--- src/tram_pkg.sv ---
/*
 Constants, register map and the line-side carrier for the receive
 alarm monitor. Assumes one receive clock, one bit per clock edge.
*/
// Contract
// - OOF when two of four framing bits wrong.
// - Count OOF events in upper error nibble.
// - 24-frame: OOF or CRC error counts low nibble.
// - 12-frame: low nibble counts Ft, plus Fs optionally.
// - Violation counter saturates at 255, then interrupts.
// - Violation counter presettable and readable any time.
// - Violations count in resync, not substitution words.
// - Error nibbles saturate at 15, share one address.
// - Error counters frozen while sync is lost.
// - Sync loss high during resync, status latched.
// - Auto mode: OOF or carrier loss starts resync.
// - Manual mode: resync only on control edge, reset.
// - Far alarm output follows detection, status latched.
// - 24-frame far alarm: sixteen 00/FF link sets.
// - 12-frame far alarm: bit-2 zeros or S-bit.
// - Violation output one bit, substitution words hidden.
// - Frame error output two bits, frame 12 optional.
// - 24-frame CRC error one-bit pulse before sync.
// - Carrier lost after 32 zeros, clears on one.
// - Reset clears registers, then forces a resync.
// - Strap low: port off, registers cleared, pins mode.
// - Five mode pins map to config, loopback latch.
// - Status read clears alarms; presets clear saturation.
// - Mask bit zero clears that pending interrupt.
`default_nettype none
package tram_pkg;
  localparam logic [2:0] ADDR_RCTL = 3'h0;
  localparam logic [2:0] ADDR_CCTL = 3'h1;
  localparam logic [2:0] ADDR_TCTL = 3'h2;
  localparam logic [2:0] ADDR_MASK = 3'h3;
  localparam logic [2:0] ADDR_STAT = 3'h4;
  localparam logic [2:0] ADDR_BVC  = 3'h5;
  localparam logic [2:0] ADDR_ECR  = 3'h6;
  localparam logic [7:0] REG_RST   = 8'h00;
  // Bit positions.
  localparam int RC_RESYNC = 0;
  localparam int RC_MANUAL = 1;
  localparam int RC_FS_CNT = 3;
  localparam int CC_LOOP   = 0;
  localparam int CC_B7     = 1;
  localparam int CC_ZSUB   = 2;
  localparam int CC_S12    = 3;
  localparam int CC_ESF    = 4;
  localparam int TC_YEL    = 0;
  localparam int TC_SEXT   = 2;
  localparam int TC_RBS    = 4;
  localparam int ST_LOS    = 0;
  localparam int ST_ZSUB   = 2;
  localparam int ST_FERR   = 3;
  localparam int ST_CL     = 4;
  localparam int ST_YEL    = 5;
  localparam int ST_ECS    = 6;
  localparam int ST_VIOLATION_COUNT_SATURATED   = 7;
  // Counts and patterns.
  localparam logic [7:0]  BV_MAX    = 8'hFF;
  localparam logic [3:0]  EC_MAX    = 4'hF;
  localparam logic [5:0]  CL_ZEROS  = 6'h20;
  localparam logic [4:0]  YEL_SETS  = 5'h10;
  localparam logic [8:0]  YEL_CHANS = 9'h100;
  localparam logic [15:0] YEL_PAT   = 16'h00FF;
  typedef enum logic [1:0] {
    TRAM_INSYNC = 2'b01,
    TRAM_RESYNC = 2'b10
  } tram_sync_e;
  // Decoded receive line events, one bit time per clock.
  typedef struct packed {
    logic bit_one;    // Received bit is a mark.
    logic fbit_time;  // Ft or FPS bit slot.
    logic fbit_err;   // That bit is wrong.
    logic fs_time;    // Fs bit slot, 12-frame mode.
    logic fs_err;     // That bit is wrong.
    logic frame12;    // The Fs slot is frame 12.
    logic crc_err;    // CRC mismatch of last multiframe.
    logic msync_pre;  // Bit before multiframe sync rises.
    logic bv;         // Violation on the bit leaving serial out.
    logic zsub_word;  // That violation is in a code word.
    logic link_valid; // Data link bit strobe.
    logic link_bit;   // Data link bit value.
    logic ch_bit2;    // Bit 2 slot of a channel.
    logic sync_found; // Synchronizer has locked.
  } tram_line_s;
endpackage
`default_nettype wire

--- src/tram_top.sv ---
/*
 Receive alarm monitor: out-of-frame detection, resync control,
 saturating error counters, alarm outputs and status registers.
 Assumes a decoded line event bus and a decoded register port.
*/
`timescale 1ns/100ps
`default_nettype none
module tram_top import tram_pkg::*; (
  input  wire logic       clk_sys,
  input  wire logic       resetn,
  input  wire tram_line_s line_in,
  input  wire logic       serial_port_select,
  input  wire logic [4:0] hw_pins,
  input  wire logic [2:0] reg_addr,
  input  wire logic       reg_wr,
  input  wire logic       reg_rd,
  input  wire logic [7:0] reg_wdata,
  output logic      [7:0] reg_rdata,
  output logic            int_n,
  output logic            sync_loss_out,
  output logic            far_alarm_out,
  output logic            line_violation_out,
  output logic            frame_error_out,
  output logic            carrier_lost_flag,
  output logic            loopback_out
);
  logic [7:0] rcr_q, ccr_q, tcr_q, receive_interrupt_mask_q, rsr_q, bvc_q, ecr_q;
  logic [7:0] rcr_d, ccr_d, tcr_d, receive_interrupt_mask_d, rsr_d, bvc_d, ecr_d;
  logic [7:0] rdata_d, st_set, st_clr, act;
  logic       hw_q, rc0_q, boot_q, fer_x_q, crc_q;
  logic       yel_q, s12_q, bv_q, cl_q;
  logic [2:0] hist_q, hist_d;
  logic [5:0] zc_q, zc_d;
  logic [8:0] b2_q, b2_d;
  logic [15:0] lw_q;
  logic [4:0] ys_q, ys_d, yg_q, yg_d;
  tram_sync_e sync_q, sync_d;

  // Mode strap and effective configuration.
  wire hw      = ~serial_port_select;
  wire hw_in   = hw & ~hw_q;
  wire esf     = ccr_q[CC_ESF];
  wire zsub_on = ccr_q[CC_ZSUB];
  wire s12     = ccr_q[CC_S12];
  wire both_zs = hw_pins[3] & hw_pins[4];

  // Register port decode; writes are dead in hardware mode.
  wire wr_ok = reg_wr & ~hw;
  wire w_rcr = wr_ok & (reg_addr == ADDR_RCTL);
  wire w_ccr = wr_ok & (reg_addr == ADDR_CCTL);
  wire w_tcr = wr_ok & (reg_addr == ADDR_TCTL);
  wire w_msk = wr_ok & (reg_addr == ADDR_MASK);
  wire w_bvc = wr_ok & (reg_addr == ADDR_BVC);
  wire w_ecr = wr_ok & (reg_addr == ADDR_ECR);
  wire r_st  = reg_rd & ~hw & (reg_addr == ADDR_STAT);

  // Out-of-frame: two wrong among the last four tested bits.
  wire ft_bad = line_in.fbit_time & line_in.fbit_err;
  wire [2:0] nerr = {2'b00, hist_q[0]} + {2'b00, hist_q[1]}
                  + {2'b00, hist_q[2]} + {2'b00, ft_bad};
  wire oof  = line_in.fbit_time & (nerr >= 3'd2);
  wire los  = (sync_q == TRAM_RESYNC);

  // Carrier loss after a run of zeros.
  wire cl_d    = (zc_d == CL_ZEROS);
  wire cl_rise = cl_d & ~cl_q;

  // Resync triggers.
  wire manual = rcr_q[RC_MANUAL];
  wire rc0_up = rcr_q[RC_RESYNC] & ~rc0_q;
  wire start  = boot_q
              | (~manual & (oof | cl_rise))
              | (manual & rc0_up);

  // Counter events.
  wire crc_ev = esf & line_in.msync_pre & line_in.crc_err;
  wire fs_bad = ~esf & line_in.fs_time & line_in.fs_err
              & ~(line_in.frame12 & s12);
  wire oof_inc = oof & ~los;
  wire esf_inc = ~los & (esf ? (oof | crc_ev)
               : (ft_bad | (rcr_q[RC_FS_CNT] & fs_bad)));
  wire bv_real = line_in.bv & ~(zsub_on & line_in.zsub_word);
  wire bv_inc  = bv_real;
  wire bv_sat  = bv_inc & (bvc_q == BV_MAX);
  wire ec_sat  = (oof_inc & (ecr_q[7:4] == EC_MAX))
               | (esf_inc & (ecr_q[3:0] == EC_MAX));
  wire fer_ev  = ft_bad | fs_bad;

  // Saturating increment; a full counter stays full.
  function automatic logic [7:0] bump(input logic [7:0] v,
                                      input logic [7:0] mx,
                                      input logic inc);
    bump = (inc && v != mx) ? v + 8'h01 : v;
  endfunction

  // Configuration registers and hardware mode mapping.
  always_comb begin
    rcr_d  = w_rcr ? reg_wdata : rcr_q;
    ccr_d  = w_ccr ? reg_wdata : ccr_q;
    tcr_d  = w_tcr ? reg_wdata : tcr_q;
    receive_interrupt_mask_d = w_msk ? reg_wdata : receive_interrupt_mask_q;
    if (hw) begin
      rcr_d  = REG_RST;
      receive_interrupt_mask_d = REG_RST;
      ccr_d  = REG_RST;
      tcr_d  = REG_RST;
      tcr_d[TC_SEXT] = hw_pins[0];
      ccr_d[CC_ESF]  = hw_pins[1];
      tcr_d[TC_YEL]  = hw_pins[2];
      tcr_d[TC_RBS]  = 1'b1;
      ccr_d[CC_LOOP] = both_zs;
      ccr_d[CC_B7]   = both_zs ? ccr_q[CC_B7] : hw_pins[3];
      ccr_d[CC_ZSUB] = both_zs ? ccr_q[CC_ZSUB] : hw_pins[4];
    end
  end

  // Counters, preset by the host at any time.
  always_comb begin
    bvc_d = w_bvc ? reg_wdata : bump(bvc_q, BV_MAX, bv_inc);
    ecr_d = w_ecr ? reg_wdata
          : {bump({4'h0, ecr_q[7:4]}, {4'h0, EC_MAX}, oof_inc)
              [3:0],
             bump({4'h0, ecr_q[3:0]}, {4'h0, EC_MAX}, esf_inc)
              [3:0]};
    if (hw_in) begin
      bvc_d = REG_RST;
      ecr_d = REG_RST;
    end
  end

  // Framing history and sync state machine.
  always_comb begin
    hist_d = hist_q;
    if (oof | los)
      hist_d = 3'b000;
    else if (line_in.fbit_time)
      hist_d = {hist_q[1:0], line_in.fbit_err};
    case (sync_q)
      TRAM_INSYNC: sync_d = start ? TRAM_RESYNC : TRAM_INSYNC;
      TRAM_RESYNC: sync_d = (line_in.sync_found & ~start)
                          ? TRAM_INSYNC : TRAM_RESYNC;
      default:     sync_d = TRAM_RESYNC;
    endcase
  end

  // Carrier zero run and far alarm detectors.
  always_comb begin
    zc_d = line_in.bit_one ? 6'h00
         : ((zc_q == CL_ZEROS) ? zc_q : zc_q + 6'h01);
    b2_d = b2_q;
    if (line_in.ch_bit2)
      b2_d = line_in.bit_one ? 9'h000
           : ((b2_q == YEL_CHANS) ? b2_q : b2_q + 9'h001);
    ys_d = ys_q;
    yg_d = yg_q;
    if (line_in.link_valid) begin
      if ({lw_q[14:0], line_in.link_bit} == YEL_PAT) begin
        ys_d = (ys_q == YEL_SETS) ? ys_q : ys_q + 5'h01;
        yg_d = 5'h00;
      end else begin
        yg_d = (yg_q == YEL_SETS) ? yg_q : yg_q + 5'h01;
        if (yg_d == YEL_SETS)
          ys_d = 5'h00;
      end
    end
  end

  wire yel_d = esf ? (ys_q == YEL_SETS)
             : (s12 ? s12_q : (b2_q == YEL_CHANS));

  // Status: set by events, cleared by read, mask or preset.
  always_comb begin
    st_set = 8'h00;
    st_set[ST_LOS]  = (sync_d == TRAM_RESYNC) & ~los;
    st_set[ST_ZSUB] = zsub_on & line_in.bv & line_in.zsub_word;
    st_set[ST_FERR] = fer_ev;
    st_set[ST_CL]   = cl_rise;
    st_set[ST_YEL]  = yel_d & ~yel_q;
    st_set[ST_ECS]  = ec_sat;
    st_set[ST_VIOLATION_COUNT_SATURATED] = bv_sat;
    act = {2'b00, yel_q, cl_q, fer_x_q, 2'b00, los};
    st_clr = 8'h00;
    if (r_st)
      st_clr[5:0] = ~act[5:0];
    st_clr[ST_VIOLATION_COUNT_SATURATED] = w_bvc & (reg_wdata != BV_MAX);
    st_clr[ST_ECS]  = w_ecr & (reg_wdata != 8'hFF);
    if (w_msk)
      st_clr = st_clr | ~reg_wdata;
    if (hw_in)
      st_clr = 8'hFF;
    rsr_d = (rsr_q & ~st_clr) | st_set;
  end

  // Read data mux.
  always_comb begin
    case (reg_addr)
      ADDR_RCTL: rdata_d = rcr_q;
      ADDR_CCTL: rdata_d = ccr_q;
      ADDR_TCTL: rdata_d = tcr_q;
      ADDR_MASK: rdata_d = receive_interrupt_mask_q;
      ADDR_STAT: rdata_d = rsr_q;
      ADDR_BVC:  rdata_d = bvc_q;
      ADDR_ECR:  rdata_d = ecr_q;
      default:   rdata_d = 8'h00;
    endcase
  end

  // Register file; reset clears every register.
  always_ff @(posedge clk_sys or negedge resetn) begin
    if (!resetn) begin
      rcr_q  <= REG_RST;
      ccr_q  <= REG_RST;
      tcr_q  <= REG_RST;
      receive_interrupt_mask_q <= REG_RST;
      rsr_q  <= REG_RST;
      bvc_q  <= REG_RST;
      ecr_q  <= REG_RST;
      hw_q   <= 1'b0;
      rc0_q  <= 1'b0;
    end else begin
      rcr_q  <= rcr_d;
      ccr_q  <= ccr_d;
      tcr_q  <= tcr_d;
      receive_interrupt_mask_q <= receive_interrupt_mask_d;
      rsr_q  <= rsr_d;
      bvc_q  <= bvc_d;
      ecr_q  <= ecr_d;
      hw_q   <= hw;
      rc0_q  <= rcr_q[RC_RESYNC];
    end
  end

  // Sync, detector state and alarm output flops.
  always_ff @(posedge clk_sys or negedge resetn) begin
    if (!resetn) begin
      sync_q  <= TRAM_INSYNC;
      boot_q  <= 1'b1;
      hist_q  <= 3'b000;
      zc_q    <= 6'h00;
      b2_q    <= 9'h000;
      lw_q    <= 16'h0000;
      ys_q    <= 5'h00;
      yg_q    <= 5'h00;
      s12_q   <= 1'b0;
      yel_q   <= 1'b0;
      cl_q    <= 1'b0;
      bv_q    <= 1'b0;
      fer_x_q <= 1'b0;
      crc_q   <= 1'b0;
    end else begin
      sync_q  <= sync_d;
      boot_q  <= 1'b0;
      hist_q  <= hist_d;
      zc_q    <= zc_d;
      b2_q    <= b2_d;
      if (line_in.link_valid)
        lw_q  <= {lw_q[14:0], line_in.link_bit};
      ys_q    <= ys_d;
      yg_q    <= yg_d;
      if (line_in.fs_time & line_in.frame12)
        s12_q <= line_in.bit_one;
      yel_q   <= yel_d;
      cl_q    <= cl_d;
      bv_q    <= bv_real;
      fer_x_q <= fer_ev;
      crc_q   <= crc_ev;
    end
  end

  // Outputs.
  assign sync_loss_out      = los;
  assign far_alarm_out      = yel_q;
  assign line_violation_out = bv_q;
  assign carrier_lost_flag  = cl_q;
  assign loopback_out       = ccr_q[CC_LOOP];

  // Frame error holds two bits; CRC pulse is one bit wide.
  logic fer_out_q;
  always_ff @(posedge clk_sys or negedge resetn) begin
    if (!resetn) begin
      fer_out_q <= 1'b0;
      reg_rdata <= 8'h00;
    end else begin
      fer_out_q <= fer_ev | fer_x_q | crc_ev;
      reg_rdata <= reg_rd ? rdata_d : reg_rdata;
    end
  end
  assign frame_error_out = fer_out_q;

  // Interrupt from any enabled pending status bit.
  assign int_n = ~|(rsr_q & receive_interrupt_mask_q);

endmodule // tram_top
`default_nettype wire

--- config.mk ---
export PLATFORM = sky130hd
export DESIGN_NAME = tram_top
export DESIGN_NICKNAME = d
export VERILOG_FILES = /design/src/tram_pkg.sv /design/src/tram_top.sv
export SDC_FILE = /design/constraint.sdc
export NUM_CORES = 1
export LEC_CHECK = 0
export ABC_AREA = 0
export BUFFER_PORTS_ARGS = -buffer_cell sky130_fd_sc_hd__buf_2
export CELL_PAD_IN_SITES_DETAIL_PLACEMENT = 2
export CELL_PAD_IN_SITES_GLOBAL_PLACEMENT = 2
export CORE_ASPECT_RATIO = 0.75
export CORE_MARGIN = 2
export CORE_UTILIZATION = 38
export DETAILED_ROUTE_END_ITERATION = 8
export HOLD_SLACK_MARGIN = 0.15
export PLACE_DENSITY = 0.88
export SYNTH_ARGS = -nofsm -noshare
export SYNTH_HDL_FRONTEND = slang
export SYNTH_SLANG_ARGS = --single-unit
export TNS_END_PERCENT = 20
--- constraint.sdc ---
create_clock -name clk_sys -period 2.4 [get_ports clk_sys]
set_input_delay 0.48 -clock clk_sys [delete_from_list [all_inputs] [get_ports clk_sys]]
set_output_delay 0.48 -clock clk_sys [all_outputs]
set_load 0.01 [all_outputs]
==> flow_metrics.tcl, run 1 <==
set metrics [dict create \
    setup_viol 0 \
    finalMaxSlewViolations 0 \
    synthArstFlopShare_pct 100 \
    multi_input_area_um2 3020 \
    hold_viol 0 \
    ys.flop_type "dfrtp_1" \
    cts_sinks 118 \
    track_usage_pct 28.1 \
    clockRootBuffer "clkbuf_16" \
    syn_area_per_cell_um2 9.37 \
    syn_nets 716 \
    core_um2 16100 \
    drc 0 \
    dpl.hpwl_um 15600 \
    cp.arrival_ps 2590 \
    rsz0062_at_grt "no" \
    yosys.area.top_type "dfrtp_1" \
    grt_max_degree 41 \
    drtPass1Iterations 5 \
    start_util_pct 38.9 \
    die_w_um 152 \
    ys_seq_area_share_pct 47.3 \
    hold_path.class "primary input to flip-flop" \
    synth_top_cell_area_share_pct 46.5 \
    syn2layout_area_growth_pct 19.6 \
    via_count 5674 \
    yosysWarnings 0 \
    synthSimpleGateAreaFrac_pct 17.6 \
    clk_latency_ps 440 \
    max_slew.worst_pin.slew_ps 1080 \
    wl_per_cell_um 24.5 \
    drt_iter0_drc 381 \
    powerDensity_nw_per_um2 886 \
    totalWireLength_um 23300 \
    seq_area_um2 2960 \
    leakage_nw 3.28 \
    fin_crit_sh_pct 95.0 \
    ys_ff_latch 118 \
    clkSlewWorstSetupHoldPaths_ps 60 \
    diodes 0 \
    grt_pass1_wl_um 37500 \
    max_slew_margin_pct 27.4 \
    cts_tree "built" \
    gp_congestion 0.839 \
    netlist_instances 667 \
    drt-vias-per-instance 5.97 \
    fmax_mhz 438 \
    dpl_cell_area_um2 6810 \
    io_buffer_count 49 \
    grt_pass1_vias 6312 \
    synth-edff-count 0 \
    ys_top_cells_by_area "dfrtp_1 (46%), nand2_1 (6.7%), a21oi_1 (4.1%), mux2_2 (3.6%), o21ai_0 (3.6%)" \
    final_common_cell "dfrtp_1" \
    top_level_ports 50 \
    critPathLaunchType "flip-flop" \
    endpoint_kind "flip-flop" \
    synth_fa_ha_area_share_pct 2.92 \
    criticalPathCategory "flip-flop to flip-flop" \
    status "finished clean" \
    ys_types 68 \
    cap_viol_max_count 0 \
    layout-drive-gt1-share_pct 19.6 \
    nFillCells 1702 \
    fin_ws_ps 119 \
    die-area_um2 17500 \
    synthXorXnorAreaFrac_pct 2.94 \
    fin_skew_ps 7.34 \
    gr-total-overflow 0 \
    postRouteAntennaNets 0 \
    ir_drop_mv 0.622 \
    antenna_found_initial 0 \
    syn_area_um2 6250 \
    h-tree-depth 4 \
    place_ws_ps -69.3 \
    rows 40 \
    cts.path.max_buffers 2 \
    layout.nets 776 \
    critPathMaxFanout 8 \
    die_h_um 115 \
    layout_common_cells "dfrtp_1 (115), nand2_1 (110), a21oi_1 (51)" \
    required_ps 2710 \
    fin_crit_ps 2280 \
    synth-compound-area-share_pct 17.1 \
    synth_top_family_by_area "simple AND/OR/NAND/NOR gates" \
    numCtsBuffers 17 \
    synth_mux_area_share_pct 7.53 \
    stdcell_area_um2 7470 \
]
-- through the flow --
stage,TNS (ps),hold WS [ps],util (%),cells,power (mW)
floorplan,0,184,-,667,3.30
global placement,0,446,42.4,915,3.65
detailed placement,-129,472,42.4,915,3.83
CTS,0,269,46.4,948,6.67
global route,0,283,46.5,950,6.94
finish,0,280,46.5,950,6.62
-- metal layers --
| layer | up-vias | track usage, % | share of wire (%) |
|---|---|---|---|
| met5 | - | 0 | 0 |
| met4 | 0 | 10.6 | 2.4 |
| met3 | 47 | 6.03 | 4.2 |
| met2 | 147 | 48.1 | 50 |
| met1 | 2975 | 35.5 | 43 |
| li1 | 2505 | - | - |
-- repair_timing --
item,in CTS,in global routing
hold endpoints to repair,30,0
gates resized for setup,0,4
setup buffers,0,2
hold buffers,1,0
setup endpoints to repair,0,5
-- worst max-delay path, stage by stage (launching register included) --
cell and delay [ps]:
dfstp_2 530, inv_1 50, ha_1 260, buf_4 190
or3_1 420, a31oi_2 180, buf_4 170, nor4bb_1 250
nor3_1 100
-- final cells by class --
class	count	area share (%)
multi-input combinational	478	40.4
sequential	118	39.6
clock buffer	24	6.85
timing repair buffer	77	6.33
tap	210	3.52
inverter	35	1.76
clock inverter	8	1.57
-- path summary, 6_finish.rpt --
path,startpoint,endpoint,slack [ps],depth (start not counted)
hold / removal,line_in[0],sync_q[1],280,2
setup reg to reg,sync_q[0],ecr_q[3],120,8
max in group asynchronous,resetn,sync_q[0],1070,3
hold reg to reg,rcr_q[0],rc0_q,530,0
setup / recovery,sync_q[0],ecr_q[3],120,8
min in group asynchronous,resetn,ccr_q[6],540,2
-- Yosys cell counts (all sizes together), types with 3 or more instances --
| cell | n |
|---|---|
| a21boi | 3 |
| a21oi | 51 |
| a22oi | 9 |
| a31oi | 8 |
| and3 | 3 |
| buf | 8 |
| clkbuf | 28 |
| dfrtp | 116 |
| ha | 13 |
| inv | 34 |
| mux2 | 20 |
| mux2i | 11 |
| mux4 | 6 |
| nand2 | 111 |
| nand2b | 8 |
| nand3 | 27 |
| nand4 | 14 |
| nor2 | 23 |
| nor2b | 6 |
| nor3 | 10 |
| nor3b | 3 |
| o211ai | 8 |
| o21ai | 48 |
| o221ai | 4 |
| o22ai | 23 |
| or3 | 3 |
| or4 | 5 |
| xnor2 | 8 |
| xor2 | 13 |
-- power breakdown --
group          internal, mW  leakage [nW]  total [mW]  switching (mW)
combinational         0.514          1.45        1.21           0.696
sequential             2.29          1.52        2.65           0.358
clock                  1.79         0.312        2.77           0.976
total                  4.59          3.28        6.62            2.03
-- sequential cells by signal, indices dropped and copies added, names as in the netlist, 2 cells and up --
signal	count
lw_q	15
b2_q	9
bvc_q	8
ccr_q	8
ecr_q	8
rcr_q	8
receive_interrupt_mask_q	8
reg_rdata	8
rsr_q	8
tcr_q	8
zc_q	6
yg_q	5
ys_q	5
hist_q	3
sync_q	2
-- cells by family after synthesis --
group / Yosys count
other cells: 1
xor+xnor: 21
simple gates: 229
mux: 37
compound gates: 176
fa+ha+maj: 14
flops: 118
buf+inv: 71
No activity file was read; power rests on OpenSTA's default activity.
==> inputs of run 2 (changes only) <==
GPL_TIMING_DRIVEN = 0   (was default)
==> flow_metrics.tcl, run 2 (synthesis results as in run 1) <==
set metrics [dict create \
    rows 40 \
    dpl.hpwl_um 15600 \
    cts_tree "built" \
    final_common_cell "dfrtp_1" \
    cts.path.max_buffers 2 \
    start_util_pct 38.9 \
    leakage_nw 3.15 \
    tns_ps 0 \
    top_level_ports 50 \
    core_um2 16100 \
    fin_cells 954 \
    critPathMaxFanout 10 \
    via_count 5692 \
    sw_frac_of_total_pct 32.3 \
    largestRegisters "lw_q (15), b2_q (9)" \
    seq_area_um2 2960 \
    die_h_um 115 \
    largest_reg_flops 15 \
    fmax_mhz 431 \
    clkSlewWorstSetupHoldPaths_ps 60 \
    gr-usage-met3_pct 5.77 \
    multi_input_area_um2 3030 \
    nFillCells 1706 \
    powerDensity_nw_per_um2 854 \
    rsz0062_at_grt "yes" \
    hold_path.class "primary input to flip-flop" \
    finalMaxSlewViolations 0 \
    cts_sinks 118 \
    hold_viol 0 \
    io_buffer_count 42 \
    cp.arrival_ps 2620 \
    grt_util_met1_pct 36.0 \
    power_switching_mw 2.03 \
    drt_iter0_drc 372 \
    grt_pass1_wl_um 36200 \
    layout_common_cells "dfrtp_1 (116), nand2_1 (111), a21oi_1 (50)" \
    gp_congestion 0.889 \
    endpoint_kind "flip-flop" \
    totalWireLength_um 22600 \
    ir_drop_mv 0.507 \
    critPathLaunchType "flip-flop" \
    grt_max_degree 98 \
    syn2layout_area_growth_pct 17.7 \
    grt_util_met2_pct 44.6 \
    gr-total-overflow 0 \
    diodes 0 \
    fin_crit_sh_pct 96.6 \
    max_slew.worst_pin.slew_ps 1050 \
    busiest_layer "met2" \
    drtPass1Iterations 5 \
    regMostFlops "lw_q" \
    numCtsBuffers 17 \
    dp_cells 920 \
    h-tree-depth 4 \
    required_ps 2700 \
    layout-drive-gt1-share_pct 16.0 \
    status "finished clean" \
    criticalPathCategory "flip-flop to flip-flop" \
    fin_skew_ps 8.65 \
    power_frac_comb_pct 19.1 \
    max_slew_margin_pct 29.1 \
    drc 0 \
    grt_pass1_vias 6248 \
    fin_crit_ps 2320 \
    internal_power_mw 4.25 \
    die-area_um2 17500 \
    track_usage_pct 26.9 \
    layout.nets 780 \
    cap_viol_max_count 0 \
    die_w_um 152 \
    clockRootBuffer "clkbuf_16" \
    wl_per_cell_um 23.7 \
    power_frac_seq_pct 41.7 \
    clockPowerShare_pct 39.2 \
    drt-vias-per-instance 5.97 \
    setup_viol 0 \
    clk_latency_ps 430 \
    antenna_found_initial 1 \
    postRouteAntennaNets 0 \
]
[run 2: changes by cell type in the layout (fill, tap and decap cells not counted), moves of 2 or more]
cell	change
buf_1	+2
buf_2	-4
buf_4	-25
clkinvlp_4	+6
clkbuf_8	-4
clkbuf_2	+2
buf_6	+2
bufinv_16	-2
clkbuf_1	+26
[run 2: critical path, stage by stage (launching register included)]
cell and delay [ps]:
dfstp_2 530, inv_1 40, ha_1 210, buf_2 200, nor3b_1 210, nand4_1 310, a31oi_4 330, nor4bb_1 280
nor3_1 80
[run 2: metrics by stage]
step | setup slack [ps] | power, mW | hold slack (ps) | util [%] | cell area [µm²]
4_1_cts | 1.09 | 6.32 | 285 | 45.6 | 7320
3_3_place_gp | -724 | 3.65 | 452 | 41.8 | 6720
6_report | 82.0 | 6.28 | 294 | 45.8 | 7350
3_5_place_dp | -331 | 3.81 | 350 | 42.0 | 6750
2_1_floorplan | 24.8 | 3.30 | 184 | - | 6250
5_1_grt | -36.1 | 6.59 | 297 | 45.8 | 7350
[run 2: per-layer routing]
metal | share of wire (%) | vias to the layer above | routed length (µm)
li1 | - | 2521 | -
met1 | 45 | 2978 | 10300
met2 | 48 | 156 | 11000
met3 | 4.3 | 35 | 974
met4 | 1.7 | 2 | 379
met5 | 0.053 | - | 12
[run 2: cell type report]
cell class	count	share of cell area, %
timing repair buffer	45	3.56
clock inverter	13	1.46
sequential	118	40.2
inverter	35	1.79
clock buffer	19	6.16
buffer	36	2.08
tap	210	3.57
multi-input combinational	478	41.2
[run 2: path summary, 6_finish.rpt]
kind                             from        end  cells after the start  slack (ps)
max in group asynchronous      resetn   lw_q[10]                      3        1140
setup reg to reg            sync_q[0]   ecr_q[3]                      8          80
hold reg to reg              rcr_q[0]      rc0_q                      0         460
min in group asynchronous      resetn   ccr_q[7]                      2         470
hold / removal             line_in[0]  sync_q[1]                      2         290
setup / recovery            sync_q[0]   ecr_q[3]                      8          80
[run 2: what timing repair did]
action,CTS,global route
setup endpoints to repair,0,9
gates resized for setup,0,6
buffers inserted,0,1
hold buffers,1,0
hold endpoints to repair,21,0
[run 2: power groups by stage]
stage | logic, mW | registers (mW) | clock network [mW]
2_1_floorplan | 0.778 | 2.52 | 0
4_1_cts | 1.20 | 2.62 | 2.50
5_1_grt | 1.33 | 2.67 | 2.59
3_5_place_dp | 1.17 | 2.64 | 0
3_3_place_gp | 1.05 | 2.60 | 0
6_report | 1.20 | 2.62 | 2.46
